$ cat config.mk
export PLATFORM = sky130hd
export DESIGN_NAME = scd_top
export DESIGN_NICKNAME = d
export VERILOG_FILES = /design/src/hw/scd_pkg.sv /design/src/hw/scd_top.sv /design/src/hw/scd_sync.sv /design/src/hw/scd_phy_decode.sv
export SDC_FILE = /design/constraint.sdc
export NUM_CORES = 1
export LEC_CHECK = 0
export ABC_AREA = 1
export BUFFER_PORTS_ARGS = -buffer_cell sky130_fd_sc_hd__buf_2
export CAP_MARGIN = 20
export CORE_MARGIN = 4
export CORE_UTILIZATION = 41
export CTS_CLUSTER_DIAMETER = 30
export DETAILED_ROUTE_END_ITERATION = 10
export MAX_ROUTING_LAYER = met4
export PLACE_DENSITY = 0.75
export SLEW_MARGIN = 15
export SYNTH_ARGS = -nofsm -noshare
export SYNTH_HDL_FRONTEND = slang
export SYNTH_HIERARCHICAL = 1
export SYNTH_SLANG_ARGS = --single-unit
$ cat constraint.sdc
create_clock -name pclk -period 1.45 [get_ports pclk]
set_input_delay 0.435 -clock pclk [delete_from_list [all_inputs] [get_ports pclk]]
set_output_delay 0.435 -clock pclk [all_outputs]
set_load 0.005 [all_outputs]
$ cat src/hw/scd_pkg.sv
// Constants, types and behaviour list for the strap configuration decoder
// Behaviour
// - Low reset pin resets all logic asynchronously
// - Test-mode select must be 0000 in service
// - PHY select 000: autoneg, advertise everything
// - PHY select 001: autoneg, 100 Mbit only
// - PHY select 010: autoneg, 10 Mbit only
// - Select 100/101: forced 100 Mbit full/half
// - Select 110/111: forced 10 Mbit full/half
// - Boot select low: run application at 0x0000
// - Boot select high: run internal boot ROM loader
// - PLL lock output reports internal PLL lock
// - Speed indicator low at 100, high at 10
// - Duplex indicator low full, high half
package scd_pkg;
  // Strap widths and synchroniser width
  localparam int SCD_TM_W = 4;
  localparam int SCD_PM_W = 3;
  localparam int SCD_SYNC_W = 12;
  // Edges after reset release before straps are trusted
  localparam logic [2:0] SCD_CAPTURE_WAIT = 3'h4;
  localparam logic [3:0] SCD_TM_NORMAL = 4'h0;
  // PHY mode codes
  localparam logic [2:0] SCD_PM_AN_ALL = 3'h0;
  localparam logic [2:0] SCD_PM_AN_100 = 3'h1;
  localparam logic [2:0] SCD_PM_AN_10 = 3'h2;
  localparam logic [2:0] SCD_PM_RESERVED = 3'h3;
  localparam logic [2:0] SCD_PM_F100_FULL = 3'h4;
  localparam logic [2:0] SCD_PM_F100_HALF = 3'h5;
  localparam logic [2:0] SCD_PM_F10_FULL = 3'h6;
  localparam logic [2:0] SCD_PM_F10_HALF = 3'h7;
  // Advertised abilities: {100 full, 100 half, 10 full, 10 half}
  localparam logic [3:0] SCD_ADV_ALL = 4'hf;
  localparam logic [3:0] SCD_ADV_100 = 4'hc;
  localparam logic [3:0] SCD_ADV_10 = 4'h3;
  localparam logic [3:0] SCD_ADV_NONE = 4'h0;
  // Application start address
  localparam logic [15:0] SCD_APP_START = 16'h0000;
  // APB register byte offsets
  localparam logic [7:0] SCD_OFF_STRAP = 8'h00;
  localparam logic [7:0] SCD_OFF_STATUS = 8'h04;
  localparam logic [7:0] SCD_OFF_CTRL = 8'h08;
  // STRAP register fields
  localparam int SCD_ST_TM_LSB = 0;
  localparam int SCD_ST_PM_LSB = 4;
  localparam int SCD_ST_BOOT = 8;
  localparam int SCD_ST_VALID = 9;
  localparam int SCD_ST_RSVD = 10;
  localparam int SCD_ST_TEST = 11;
  // STATUS register fields
  localparam int SCD_SS_PLL = 0;
  localparam int SCD_SS_AN_DONE = 1;
  localparam int SCD_SS_SPEED100 = 2;
  localparam int SCD_SS_FULL = 3;
  // CTRL register fields
  localparam int SCD_CT_BLANK = 0;
  localparam int SCD_CT_RESTART = 1;
  // Captured strap set
  typedef struct packed {
    logic [3:0] test_mode_select;
    logic [2:0] phy_mode_select;
    logic boot_select;
  } scd_strap_type;
  // PHY operating configuration
  typedef struct packed {
    logic an_enable;
    logic [3:0] adv;
    logic force_100;
    logic force_full_duplex;
    logic reserved;
  } scd_phy_cfg_type;
endpackage

$ cat src/hw/scd_top.sv
// Strap configuration decoder with APB status and control registers
//
// The APB interface to the registers and the address map were left to the implementer.
`timescale 1ns/10ps
module scd_top #(
  parameter int ADDR_W = 8
) (
  input wire logic pclk,
  input wire logic presetn,
  // APB slave
  input wire logic psel,
  input wire logic penable,
  input wire logic pwrite,
  input wire logic [ADDR_W-1:0] paddr,
  input wire logic [31:0] pwdata,
  input wire logic [3:0] pstrb,
  output logic [31:0] prdata,
  output logic pready,
  output logic pslverr,
  // Board straps
  input wire logic [3:0] test_mode_select,
  input wire logic [2:0] phy_mode_select,
  input wire logic boot_select,
  // Raw PLL lock and PHY negotiation status
  input wire logic pll_locked,
  input wire logic an_complete,
  input wire logic an_speed_100,
  input wire logic an_full_duplex,
  // Outputs to PHY, boot logic and board
  output logic pll_lock_out,
  output scd_pkg::scd_phy_cfg_type phy_cfg,
  output logic an_restart,
  output logic boot_rom_enable,
  output logic app_jump,
  output logic [15:0] app_start_addr,
  output logic test_mode_active,
  output logic strap_valid,
  output logic link_speed_led,
  output logic duplex_led
);
  // Capture sequencer states
  typedef enum logic [0:0] {SCD_WAIT, SCD_HOLD} scd_state_type;

  // Synchronised pins
  logic [11:0] sync_bus;
  // Synchronised strap view
  scd_pkg::scd_strap_type strap_sync;
  // Straps latched once after reset
  scd_pkg::scd_strap_type captured;
  // Decoder result
  scd_pkg::scd_phy_cfg_type decoded;
  // Synchronised status bits
  logic lock_sync;
  logic an_done_sync;
  logic an_speed_sync;
  logic an_full_sync;
  // Sequencer
  scd_state_type state;
  logic [2:0] wait_cnt;
  // Software control
  logic led_blank;
  logic restart_req;
  // Resolved link state
  logic next_speed_100;
  logic next_full;
  // APB decode
  logic access;
  logic wr_en;
  logic [31:0] next_rdata;
  logic next_err;

  // All asynchronous inputs share one synchroniser
  scd_sync #(
    .WIDTH(scd_pkg::SCD_SYNC_W)
  ) u_sync (
    .pclk(pclk),
    .presetn(presetn),
    .async_in({test_mode_select, phy_mode_select, boot_select,
               pll_locked, an_complete, an_speed_100, an_full_duplex}),
    .sync_out(sync_bus)
  );

  // Split the synchronised bus
  assign strap_sync = sync_bus[11:4];
  assign lock_sync = sync_bus[3];
  assign an_done_sync = sync_bus[2];
  assign an_speed_sync = sync_bus[1];
  assign an_full_sync = sync_bus[0];

  // Mode decode of the held straps
  scd_phy_decode u_decode (
    .phy_mode_select(captured.phy_mode_select),
    .cfg(decoded)
  );

  // Capture sequencer: wait for the synchroniser to fill, then latch once.
  // Pins are never sampled under reset itself, only after release.
  always_ff @(posedge pclk or negedge presetn)
  begin
    if (!presetn)
    begin
      state <= SCD_WAIT;
      wait_cnt <= 3'h0;
      captured <= '0;
      strap_valid <= 1'b0;
    end
    else
    begin
      case (state)
        SCD_WAIT:
        begin
          // Count edges since release
          if (wait_cnt == scd_pkg::SCD_CAPTURE_WAIT - 3'h1)
          begin
            captured <= strap_sync;
            strap_valid <= 1'b1;
            state <= SCD_HOLD;
          end
          else
          begin
            wait_cnt <= wait_cnt + 3'h1;
          end
        end
        // Held until the next reset, later strap changes ignored
        SCD_HOLD:
        begin
          state <= SCD_HOLD;
        end
        default:
        begin
          state <= SCD_WAIT;
        end
      endcase
    end
  end

  // PHY configuration output; all off until straps are known
  always_ff @(posedge pclk or negedge presetn)
  begin
    if (!presetn)
    begin
      phy_cfg <= '0;
    end
    else if (strap_valid)
    begin
      phy_cfg <= decoded;
    end
  end

  // Boot path selection
  always_ff @(posedge pclk or negedge presetn)
  begin
    if (!presetn)
    begin
      boot_rom_enable <= 1'b0;
      app_jump <= 1'b0;
      app_start_addr <= scd_pkg::SCD_APP_START;
    end
    else if (strap_valid)
    begin
      boot_rom_enable <= captured.boot_select;
      app_jump <= !captured.boot_select;
      app_start_addr <= scd_pkg::SCD_APP_START;
    end
  end

  // Test-mode flag: anything but all zeros is not a service mode
  always_ff @(posedge pclk or negedge presetn)
  begin
    if (!presetn)
    begin
      test_mode_active <= 1'b0;
    end
    else
    begin
      test_mode_active <= strap_valid &&
        (captured.test_mode_select != scd_pkg::SCD_TM_NORMAL);
    end
  end

  // PLL lock reported after synchronising
  always_ff @(posedge pclk or negedge presetn)
  begin
    if (!presetn)
    begin
      pll_lock_out <= 1'b0;
    end
    else
    begin
      pll_lock_out <= lock_sync;
    end
  end

  // Resolve speed and duplex from forced mode or negotiation result
  always_comb
  begin
    next_speed_100 = 1'b0;
    next_full = 1'b0;
    if (phy_cfg.an_enable)
    begin
      // Until negotiation ends, show 10 Mbit half duplex
      if (an_done_sync)
      begin
        next_speed_100 = an_speed_sync;
        next_full = an_full_sync;
      end
    end
    else
    begin
      next_speed_100 = phy_cfg.force_100;
      next_full = phy_cfg.force_full_duplex;
    end
  end

  // Indicator pins, active low; blanking turns both off
  always_ff @(posedge pclk or negedge presetn)
  begin
    if (!presetn)
    begin
      link_speed_led <= 1'b1;
      duplex_led <= 1'b1;
    end
    else
    begin
      link_speed_led <= !next_speed_100 || led_blank;
      duplex_led <= !next_full || led_blank;
    end
  end

  // APB access phase and write qualifier
  assign access = psel && penable;
  assign wr_en = access && pready && pwrite;

  // Read mux; unmapped offsets answer with an error
  always_comb
  begin
    next_rdata = 32'h0000_0000;
    next_err = 1'b0;
    case (paddr)
      scd_pkg::SCD_OFF_STRAP:
      begin
        next_rdata[scd_pkg::SCD_ST_TM_LSB +: 4] = captured.test_mode_select;
        next_rdata[scd_pkg::SCD_ST_PM_LSB +: 3] = captured.phy_mode_select;
        next_rdata[scd_pkg::SCD_ST_BOOT] = captured.boot_select;
        next_rdata[scd_pkg::SCD_ST_VALID] = strap_valid;
        next_rdata[scd_pkg::SCD_ST_RSVD] = phy_cfg.reserved;
        next_rdata[scd_pkg::SCD_ST_TEST] = test_mode_active;
      end
      scd_pkg::SCD_OFF_STATUS:
      begin
        next_rdata[scd_pkg::SCD_SS_PLL] = pll_lock_out;
        next_rdata[scd_pkg::SCD_SS_AN_DONE] = an_done_sync;
        next_rdata[scd_pkg::SCD_SS_SPEED100] = next_speed_100;
        next_rdata[scd_pkg::SCD_SS_FULL] = next_full;
      end
      scd_pkg::SCD_OFF_CTRL:
      begin
        next_rdata[scd_pkg::SCD_CT_BLANK] = led_blank;
      end
      default:
      begin
        next_err = 1'b1;
      end
    endcase
  end

  // One wait state: pready rises in the second access cycle
  always_ff @(posedge pclk or negedge presetn)
  begin
    if (!presetn)
    begin
      pready <= 1'b0;
      pslverr <= 1'b0;
      prdata <= 32'h0000_0000;
    end
    else
    begin
      pready <= access && !pready;
      pslverr <= access && !pready && next_err;
      if (access && !pready && !pwrite)
      begin
        prdata <= next_rdata;
      end
    end
  end

  // Control register; restart bit is write-one, self clearing
  always_ff @(posedge pclk or negedge presetn)
  begin
    if (!presetn)
    begin
      led_blank <= 1'b0;
      restart_req <= 1'b0;
    end
    else
    begin
      restart_req <= 1'b0;
      if (wr_en && paddr == scd_pkg::SCD_OFF_CTRL && pstrb[0])
      begin
        led_blank <= pwdata[scd_pkg::SCD_CT_BLANK];
        restart_req <= pwdata[scd_pkg::SCD_CT_RESTART];
      end
    end
  end

  // Restart pulse only meaningful while negotiating
  always_ff @(posedge pclk or negedge presetn)
  begin
    if (!presetn)
    begin
      an_restart <= 1'b0;
    end
    else
    begin
      an_restart <= restart_req && phy_cfg.an_enable;
    end
  end

  // Checks
  reset_clear_a: assert property (@(posedge pclk)
    !presetn |-> !strap_valid && !pll_lock_out && !phy_cfg.an_enable)
    else $error("outputs not cleared in reset");

  test_flag_a: assert property (@(posedge pclk) disable iff (!presetn)
    strap_valid |=> test_mode_active == ($past(captured.test_mode_select) != 4'h0))
    else $error("test mode flag wrong");

  an_all_a: assert property (@(posedge pclk) disable iff (!presetn)
    strap_valid && captured.phy_mode_select == 3'h0 |=> phy_cfg.an_enable && phy_cfg.adv == 4'hf)
    else $error("mode 000 not full autoneg");

  an_fast_a: assert property (@(posedge pclk) disable iff (!presetn)
    strap_valid && captured.phy_mode_select == 3'h1 |=> phy_cfg.an_enable && phy_cfg.adv == 4'hc)
    else $error("mode 001 wrong abilities");

  an_slow_a: assert property (@(posedge pclk) disable iff (!presetn)
    strap_valid && captured.phy_mode_select == 3'h2 |=> phy_cfg.an_enable && phy_cfg.adv == 4'h3)
    else $error("mode 010 wrong abilities");

  force_fast_a: assert property (@(posedge pclk) disable iff (!presetn)
    strap_valid && captured.phy_mode_select[2:1] == 2'b10 |=> !phy_cfg.an_enable
    && phy_cfg.force_100 && phy_cfg.force_full_duplex == !$past(captured.phy_mode_select[0]))
    else $error("forced 100 mode wrong");

  force_slow_a: assert property (@(posedge pclk) disable iff (!presetn)
    strap_valid && captured.phy_mode_select[2:1] == 2'b11 |=> !phy_cfg.an_enable
    && !phy_cfg.force_100 && phy_cfg.force_full_duplex == !$past(captured.phy_mode_select[0]))
    else $error("forced 10 mode wrong");

  boot_app_a: assert property (@(posedge pclk) disable iff (!presetn)
    strap_valid && !captured.boot_select |=> app_jump && !boot_rom_enable && app_start_addr == 16'h0)
    else $error("application boot wrong");

  boot_rom_a: assert property (@(posedge pclk) disable iff (!presetn)
    strap_valid && captured.boot_select |=> boot_rom_enable && !app_jump)
    else $error("boot rom not enabled");

  pll_lock_a: assert property (@(posedge pclk) disable iff (!presetn)
    strap_valid |-> pll_lock_out == $past(pll_locked, 3))
    else $error("lock output not following pll");

  speed_led_a: assert property (@(posedge pclk) disable iff (!presetn)
    strap_valid && !phy_cfg.an_enable && !led_blank |=> link_speed_led == !$past(phy_cfg.force_100))
    else $error("speed indicator wrong");

  duplex_led_a: assert property (@(posedge pclk) disable iff (!presetn)
    strap_valid && !phy_cfg.an_enable && !led_blank |=> duplex_led == !$past(phy_cfg.force_full_duplex))
    else $error("duplex indicator wrong");

  strap_hold_a: assert property (@(posedge pclk) disable iff (!presetn)
    strap_valid |=> strap_valid && $stable(captured))
    else $error("straps changed after capture");

  // Main scenarios
  cap_done_c: cover property (@(posedge pclk) disable iff (!presetn) $rose(strap_valid));
  forced_c: cover property (@(posedge pclk) disable iff (!presetn) strap_valid && !phy_cfg.an_enable);
  an_led_c: cover property (@(posedge pclk) disable iff (!presetn) phy_cfg.an_enable && an_done_sync);
  apb_err_c: cover property (@(posedge pclk) disable iff (!presetn) pready && pslverr);
endmodule

$ cat src/hw/scd_sync.sv
// Two-stage synchroniser for asynchronous strap and status inputs
`timescale 1ns/10ps
module scd_sync #(
  parameter int WIDTH = 1
) (
  input wire logic pclk,
  input wire logic presetn,
  input wire logic [WIDTH-1:0] async_in,
  output logic [WIDTH-1:0] sync_out
);
  // First stage, read only by the second stage
  logic [WIDTH-1:0] meta;

  // Both stages clear to zero, matching the pulled-down pins
  always_ff @(posedge pclk or negedge presetn)
  begin
    if (!presetn)
    begin
      meta <= '0;
      sync_out <= '0;
    end
    else
    begin
      meta <= async_in;
      sync_out <= meta;
    end
  end
endmodule

$ cat src/hw/scd_phy_decode.sv
// PHY mode strap decoder: autoneg abilities or forced speed and duplex
`timescale 1ns/10ps
module scd_phy_decode (
  input wire logic [2:0] phy_mode_select,
  output scd_pkg::scd_phy_cfg_type cfg
);
  // Pure decode; the top registers the result
  always_comb
  begin
    cfg = '0;
    case (phy_mode_select)
      scd_pkg::SCD_PM_AN_ALL:
      begin
        cfg.an_enable = 1'b1;
        cfg.adv = scd_pkg::SCD_ADV_ALL;
      end
      scd_pkg::SCD_PM_AN_100:
      begin
        cfg.an_enable = 1'b1;
        cfg.adv = scd_pkg::SCD_ADV_100;
      end
      scd_pkg::SCD_PM_AN_10:
      begin
        cfg.an_enable = 1'b1;
        cfg.adv = scd_pkg::SCD_ADV_10;
      end
      // Reserved code: fall back to full autoneg but flag it
      scd_pkg::SCD_PM_RESERVED:
      begin
        cfg.an_enable = 1'b1;
        cfg.adv = scd_pkg::SCD_ADV_ALL;
        cfg.reserved = 1'b1;
      end
      scd_pkg::SCD_PM_F100_FULL:
      begin
        cfg.force_100 = 1'b1;
        cfg.force_full_duplex = 1'b1;
      end
      scd_pkg::SCD_PM_F100_HALF:
      begin
        cfg.force_100 = 1'b1;
      end
      scd_pkg::SCD_PM_F10_FULL:
      begin
        cfg.force_full_duplex = 1'b1;
      end
      default:
      begin
        cfg.adv = scd_pkg::SCD_ADV_NONE;
      end
    endcase
  end
endmodule

==> results.tsv, run 1 <==
metric	value	unit
status	complete, no violations	
crit path kind	flip-flop to flip-flop	
Total Wirelength	4600	µm
fmax	717	MHz
Starting Density	0.420	
TritonCTS clock tree	built	
input/output buffers	56	
Main synth FF type	dfrtp_1	
Longest Clk Path Bufs	2	
global placer's final weighted congestion	0.777	
Post-Syn Area	0.00267	mm²
final setup fails	0	
Buf+Inv Stages, Crit Path	1	
Finished Layout Cells	405	
CP Data Required Time	1.66	ns
Max rail drop VDD	0.777	mV
HPWL after DPL	3390	µm
chip height	88.7	µm
CP Launch Type	flip-flop	
drt pass-1 iters	4	
Fin Hold WS	0.104	ns
DR DRC count	0	
cell taking the most area after synthesis	dfrtp_1	
layout cell share with drive strength beyond 1	0.265	
Seq cells post-synth	67	
MaxCap Viol Count	0	
DIE AREA	0.00787	mm²
wire length per cell	11.4	µm
Clock Root Buffer	clkbuf_8	
Clock Latency Late Sink	0.33	ns
final total power	3.67	mW
Worst path slowest cell	dfrtp_1	
initial antenna violation count	0	
clock skew	0.00807	ns
sequential area share after synthesis	0.629	
post-synth cell types	20	
leftover overflow at the end of global routing	0	
H-tree depth	3	
CP max stage delay	0.40	ns
Tmin final	1.39	ns
max-slew violations	0	
Die Span X	88.7	µm
Crit path top cell by count	ha_1	
Worst-path clk slew	0.07	ns
Post-synth EDFFs	0	
Hold Fails Final Rpt	0	
Starting DRT DRC Count	120	
Row Count	29	
final net count	387	
core footprint	0.00635	mm²
Post CTS Setup Buffer Count	0	
Util after Layout	0.492	
fin crit share	0.961	
yosys warns	6	
vias in the first global route	1602	
Max FO, Critical Path	4	
P per Cell Area	1180	mW/mm²
Lkg Pwr	1.66	nW
CP Capture Type	flip-flop	
Num CTS Buffers	9	
Cells after DPL	390	
area delta synth->final	17.1	%
CP cell instances	ha_1 > ha_1 > nor2_1 > inv_1 > nand2_1 > o21ai_0	
ys async rst share	1.00	
n_diodes	0	
HP Class	primary input to asynchronous set/reset pin	
syn avg cell area	10.3	µm²
first-pass GRT wire length	7360	µm
# IOs	127	
Top delay family on crit path	adder cells	
gr usage total	0.131	
Avg Vias per Cell	4.23	
worst endpoint data arrival time	1.61	ns
Final ANT Viol Nets	0	
ranking of synthesized cells by area	dfrtp_1, buf_4, nand2_1	
setup_tns	0	ns
largest net degree at the start of global routing	68	
RSZ-0062 raised after global routing	true	
clk sinks	67	
Via Count	1712	
Yosys top cell area share	0.609	
Synth Instances	258	
-- power by group --
group | leakage, nW | internal, mW | switching [mW]
logic | 0.757 | 0.0723 | 0.124
clock network | 0.0995 | 0.877 | 0.628
registers | 0.803 | 1.94 | 0.0354
-- sequential cells by signal, summed over array words and instances, names as in the netlist --
signal	flops
u_sync/meta	12
u_sync/sync_out	12
prdata	11
captured	8
phy_cfg	8
wait_cnt	3
an_restart	1
app_jump	1
boot_rom_enable	1
duplex_led	1
led_blank	1
link_speed_led	1
pll_lock_out	1
pready	1
pslverr	1
restart_req	1
state	1
strap_valid	1
test_mode_active	1
-- cells in the mapped netlist, drive strengths merged (2+ instances only) --
master   n
buf     41
a21oi    8
nor2    20
nand3   16
nand2   55
mux2     4
dfstp    2
nor3     2
dfrtp   65
inv     24
o21ai   12
ha       2
o211ai   3
clkbuf   2
-- through the flow --
stage          instance area [µm²]  worst slack (ns)
2_1_floorplan                 2810            0.0207
3_3_place_gp                  2930            0.0861
3_5_place_dp                  2930            0.0290
4_1_cts                       3130            0.0283
5_1_grt                       3130          -0.00105
6_report                      3130            0.0561
-- layout make-up --
type	instances	area, µm²
clock buffer	13	159
clock inverter	2	35.0
fill	577	3220
sequential	67	1680
inverter	24	90.1
multi-input combinational	160	728
tap	77	96.3
timing repair buffer	62	338
-- per-layer routing --
| metal | up-vias | share of wire | global-route usage |
|---|---|---|---|
| met5 | - | 0 | - |
| met4 | 0 | 0.016 | 0.0618 |
| met1 | 784 | 0.43 | 0.158 |
| met3 | 10 | 0.10 | 0.0642 |
| met2 | 63 | 0.45 | 0.184 |
| li1 | 855 | - | - |
-- timing repair --
item                                    CTS  global route
gates resized for setup                   0             1
endpoints found under the setup margin    0             5
hold buffers                              0             0
-- worst paths after layout --
check                               start                 end  slack, ns  depth (start not counted)
max                           wait_cnt[0]         wait_cnt[2]       0.06                          6
min                               presetn          phy_cfg[3]       0.10                          2
max reg2reg                   wait_cnt[0]         wait_cnt[2]       0.06                          6
min reg2reg                u_sync/meta[3]  u_sync/sync_out[3]       0.34                          0
max in group asynchronous         presetn      link_speed_led       1.03                          2
min in group pclk             boot_select      u_sync/meta[4]       0.21                          1
-- cells in the final DEF, fill, tap and decap left out --
master / count
ha_1: 2
clkinv_2: 1
buf_4: 5
o21ai_0: 12
xor2_1: 1
nor3_1: 1
buf_2: 56
nand3_1: 16
inv_1: 22
nand2_1: 54
nor3_4: 1
nor2_1: 19
conb_1: 37
nand2_2: 1
dfrtp_1: 64
dfstp_2: 2
bufinv_16: 1
buf_12: 1
nor2_2: 1
dfrtp_2: 1
clkbuf_8: 11
mux2_2: 4
clkbuf_1: 2
o211ai_1: 3
inv_2: 2
a21oi_1: 8
-- cell families (layout without fill, tap and decap cells) --
kind of cell / after synthesis / in the layout / share of synthesized area
muxes: 4 / 4 / 0.0169
AOI/OAI and AO/OA: 23 / 23 / 0.0459
DFF: 67 / 67 / 0.629
xor gates and xnor gates: 1 / 1 / 0.00328
adders and majority gates: 2 / 2 / 0.00937
and+or+nand+nor: 93 / 93 / 0.144
other: 1 / 37 / 0.00140
buffers and inverters: 67 / 101 / 0.150
Note: power is estimated with default switching activity, not from simulation.
==> run 2: changes to the inputs <==
--- a/config.mk
+++ b/config.mk
@@ -9,11 +9,11 @@
 export BUFFER_PORTS_ARGS = -buffer_cell sky130_fd_sc_hd__buf_2
 export CAP_MARGIN = 20
 export CORE_MARGIN = 4
-export CORE_UTILIZATION = 41
+export CORE_UTILIZATION = 49
 export CTS_CLUSTER_DIAMETER = 30
 export DETAILED_ROUTE_END_ITERATION = 10
 export MAX_ROUTING_LAYER = met4
-export PLACE_DENSITY = 0.75
+export PLACE_DENSITY = 0.84
 export SLEW_MARGIN = 15
 export SYNTH_ARGS = -nofsm -noshare
 export SYNTH_HDL_FRONTEND = slang
==> constraint.sdc (replaced) <==
create_clock -name pclk -period 1.8 [get_ports pclk]
set_input_delay 0.54 -clock pclk [delete_from_list [all_inputs] [get_ports pclk]]
set_output_delay 0.54 -clock pclk [all_outputs]
set_load 0.005 [all_outputs]
==> run 2 against run 1 <==
Sequential power shrank 19%; cell area increased by 0.36%; global-route usage increased by 3.2 points; cell count shrank 2.2%; wire length up 3.4%; clock-buffer cell count fell by 4.
==> results.tsv, run 2 (synthesis gave the netlist of run 1 again) <==
metric	value	unit
number of hold buffers added after CTS	0	
Top delay family on crit path	flip-flops	
P per Cell Area	1020	mW/mm²
# fillers	436	
CTS resizes	0	
HP Class	primary input to asynchronous set/reset pin	
final setup fails	0	
Worst-path clk slew	0.07	ns
worst endpoint data arrival time	1.08	ns
most common cell after layout, fill and taps aside	dfrtp_1	
leftover overflow at the end of global routing	0	
CP cell instances	buf_2	
Util after Layout	0.603	
Clock Latency Late Sink	0.33	ns
MaxCap Viol Count	0	
Longest Clk Path Bufs	2	
global placer's final weighted congestion	0.738	
final total power	3.21	mW
Finished Layout Cells	396	
first-pass GRT wire length	7820	µm
final instance area	0.00314	mm²
CP Capture Type	output pin	
input/output buffers	56	
Starting DRT DRC Count	102	
HPWL after DPL	3510	µm
Clock Root Buffer	clkbuf_8	
area delta synth->final	17.5	%
clock skew	0.00708	ns
Die Span X	81.8	µm
final setup margin	0.176	ns
Post-Place Cell Area	0.00290	mm²
Worst path slowest cell	dfrtp_1	
max-slew violations	0	
fmax	616	MHz
Via Count	1767	
Total Wirelength	4760	µm
drt pass-1 iters	4	
Buf+Inv Stages, Crit Path	1	
Tmin final	1.62	ns
largest net degree at the start of global routing	57	
gr usage total	0.163	
DIE AREA	0.00669	mm²
crit path kind	flip-flop to output pin	
Starting Density	0.513	
Row Count	26	
CP Data Required Time	1.26	ns
Max FO, Critical Path	13	
Post CTS Setup Buffer Count	0	
RSZ-0062 raised after global routing	false	
# IOs	127	
Hold Fails Final Rpt	0	
setup_tns	0	ns
Num CTS Buffers	9	
n_diodes	0	
core footprint	0.00520	mm²
Cells after DPL	380	
top flop regs	u_sync/meta (12), u_sync/sync_out (12), prdata (11)	
wire length per cell	12.0	µm
final net count	384	
layout cell share with drive strength beyond 1	0.261	
DR DRC count	0	
Fin Hold WS	0.0729	ns
initial antenna violation count	0	
H-tree depth	3	
Lkg Pwr	1.67	nW
Avg Vias per Cell	4.46	
Max rail drop VDD	0.577	mV
Final ANT Viol Nets	0	
clk sinks	67	
Place WS	0.204	ns
CP max stage delay	0.56	ns
fin crit share	0.902	
CP Launch Type	flip-flop	
most frequent cells in the layout	dfrtp_1, buf_2, nand2_1, conb_1, inv_1	
TritonCTS clock tree	built	
vias in the first global route	1754	
status	complete, no violations	
chip height	81.8	µm
[run 2: final timing paths]
| path | slack, ns | end | from | cells after the start |
|---|---|---|---|---|
| max | 0.18 | strap_valid | strap_valid | 1 |
| min | 0.07 | u_sync/meta[0] | presetn | 1 |
| max reg2reg | 0.21 | captured[1] | wait_cnt[0] | 4 |
| min reg2reg | 0.35 | u_sync/sync_out[4] | u_sync/meta[4] | 0 |
| max in group asynchronous | 1.12 | link_speed_led | presetn | 2 |
| min in group pclk | 0.30 | u_sync/meta[11] | test_mode_select[3] | 1 |
[run 2: power by group]
| part | leakage [nW] | internal [mW] | total [mW] | switching [mW] |
|---|---|---|---|---|
| Clock | 0.119 | 0.916 | 1.46 | 0.546 |
| Sequential | 0.804 | 1.56 | 1.59 | 0.0286 |
| Combinational | 0.743 | 0.0571 | 0.159 | 0.102 |
[run 2: final cells by class]
type,instances,area (µm²),share of cell area
clock buffer,9,124,0.0395
clock inverter,7,116,0.0371
inverter,24,90.1,0.0287
multi-input combinational,160,726,0.231
sequential,67,1680,0.535
tap,70,87.6,0.0279
timing repair buffer,59,315,0.100
[run 2: metal layers]
metal / wire, µm / GRT usage / up-vias
li1: - / - / 855
met1: 1850 / 0.189 / 840
met2: 2480 / 0.250 / 62
met3: 350 / 0.0537 / 10
met4: 81 / 0.0930 / 0
met5: 0 / - / -
==> run 3: changes to the inputs <==
--- a/config.mk
+++ b/config.mk
@@ -9,11 +9,11 @@
 export BUFFER_PORTS_ARGS = -buffer_cell sky130_fd_sc_hd__buf_2
 export CAP_MARGIN = 20
 export CORE_MARGIN = 4
-export CORE_UTILIZATION = 49
+export CORE_UTILIZATION = 41
 export CTS_CLUSTER_DIAMETER = 30
 export DETAILED_ROUTE_END_ITERATION = 10
 export MAX_ROUTING_LAYER = met4
-export PLACE_DENSITY = 0.84
+export PLACE_DENSITY = 0.75
 export SLEW_MARGIN = 15
 export SYNTH_ARGS = -nofsm -noshare
 export SYNTH_HDL_FRONTEND = slang
==> constraint.sdc (replaced) <==
create_clock -name pclk -period 1.35 [get_ports pclk]
set_input_delay 0.405 -clock pclk [delete_from_list [all_inputs] [get_ports pclk]]
set_output_delay 0.405 -clock pclk [all_outputs]
set_load 0.005 [all_outputs]
==> run 3 against run 2 <==
Total power grew 32%; largest power group unchanged; wire length down 3.8%; sequential cell count stayed put.
==> results.tsv, run 3 (synthesis gave the netlist of run 1 again) <==
metric	value	unit
status	complete, no violations	
Worst-path clk slew	0.07	ns
gr usage total	0.126	
switch share	0.216	
H-tree depth	3	
Num CTS Buffers	9	
final total power	4.22	mW
Row Count	29	
final setup fails	0	
clk sinks	67	
Max rail drop VDD	0.706	mV
DR DRC count	0	
Final ANT Viol Nets	0	
CP max stage delay	0.52	ns
Avg Vias per Cell	4.27	
clock power share	0.447	
fmax	742	MHz
max-slew violations	0	
HPWL after DPL	3490	µm
CP cell instances	buf_2	
P per Cell Area	1300	mW/mm²
fin crit share	0.999	
Starting DRT DRC Count	87	
clock skew	0.00834	ns
wire length per cell	11.1	µm
Total Wirelength	4580	µm
leftover overflow at the end of global routing	0	
Max FO, Critical Path	1	
initial antenna violation count	0	
vias in the first global route	1622	
Lkg Pwr	1.70	nW
Hold Fails Final Rpt	0	
first-pass GRT wire length	7200	µm
Via Count	1757	
# IOs	127	
core footprint	0.00635	mm²
global placer's final weighted congestion	0.820	
HP Class	primary input to flip-flop	
Util after Layout	0.511	
chip height	88.7	µm
MaxCap Viol Count	0	
TritonCTS clock tree	built	
CP Capture Type	output pin	
Flop pwr share	0.501	
most common cell after layout, fill and taps aside	dfrtp_1	
total internal power	3.31	mW
CP Launch Type	flip-flop	
CP Data Required Time	0.95	ns
RSZ-0062 raised after global routing	true	
area delta synth->final	21.6	%
final net count	392	
drt pass-1 iters	4	
Buf+Inv Stages, Crit Path	1	
input/output buffers	56	
Longest Clk Path Bufs	2	
crit path kind	flip-flop to output pin	
layout cell share with drive strength beyond 1	0.296	
NetSw	0.912	mW
Clock Latency Late Sink	0.33	ns
most frequent cells in the layout	dfrtp_1, buf_2, nand2_1, conb_1, inv_1	
largest net degree at the start of global routing	44	
DIE AREA	0.00787	mm²
Clock Root Buffer	clkbuf_8	
Die Span X	88.7	µm
Tmin final	1.35	ns
top flop regs	u_sync/meta (12), u_sync/sync_out (12), prdata (11)	
Top delay family on crit path	flip-flops	
Combinational Power Share	0.052	
Worst path slowest cell	dfstp_2	
# fillers	568	
n_diodes	0	
worst endpoint data arrival time	0.94	ns
Starting Density	0.420	
run 3: cell types whose count changed in the layout (fill, tap and decap cells not counted), moves of 2 or more:
cell	previous run	this run
clkbuf_8	9	11
clkinv_2	2	0
dfrtp_1	65	62
buf_4	2	9
ha_1	2	0
dfrtp_2	0	3
run 3: power by group through the flow:
stage	Clock (mW)	Combinational [mW]	Sequential (mW)
after global routing	2.02	0.262	2.12
after detailed placement	0	0.215	2.16
final	1.89	0.220	2.12
after global placement	0	0.211	2.15
after floorplan	0	0.167	2.15
after CTS	1.94	0.218	2.12
run 3: final cells by class:
cell class	instances	area, µm²	share of cell area
sequential	67	1680	0.518
multi-input combinational	160	764	0.235
timing repair buffer	67	378	0.116
clock buffer	11	151	0.0466
tap	77	96.3	0.0297
inverter	24	90.1	0.0277
clock inverter	5	83.8	0.0258
run 3: metal layers:
| metal | global-route usage | vias up | share of wire | wire length, µm |
|---|---|---|---|---|
| met5 | - | - | 0 | 0 |
| met4 | 0.0577 | 0 | 0.013 | 61 |
| met3 | 0.0503 | 5 | 0.085 | 391 |
| met2 | 0.194 | 63 | 0.48 | 2190 |
| met1 | 0.146 | 821 | 0.42 | 1940 |
| li1 | - | 868 | - | - |
run 3: what timing repair did:
item                                   in CTS  in global routing
gates resized for setup                     2                  4
endpoints found under the hold margin       9                  0
setup buffers                               1                  2
gates cloned                                0                  0
hold buffers                                1                  0
setup endpoints to repair                   4                 10
run 3: final timing paths:
kind / start / end / slack, ns / depth (start not counted)
max: duplex_led / duplex_led / 0.002 / 1
min: phy_mode_select[1] / u_sync/meta[6] / 0.17 / 1
max reg2reg: wait_cnt[0] / captured[1] / 0.04 / 4
min reg2reg: u_sync/meta[3] / u_sync/sync_out[3] / 0.35 / 0
max in group asynchronous: presetn / duplex_led / 0.34 / 3
min in group asynchronous: presetn / u_sync/meta[4] / 0.46 / 2
run 3: metrics by stage:
step	TNS [ns]	instances	setup slack [ns]	cell area [µm²]	hold slack [ns]
finish	0	411	0.00187	3250	0.175
global route	-0.0624	411	-0.0365	3250	0.147
CTS	-0.0518	409	-0.0249	3210	0.154
detailed placement	-0.206	391	-0.0687	2960	0.286
global placement	0	391	0.0325	2960	0.285
floorplan	0	294	0.0104	2830	0.109
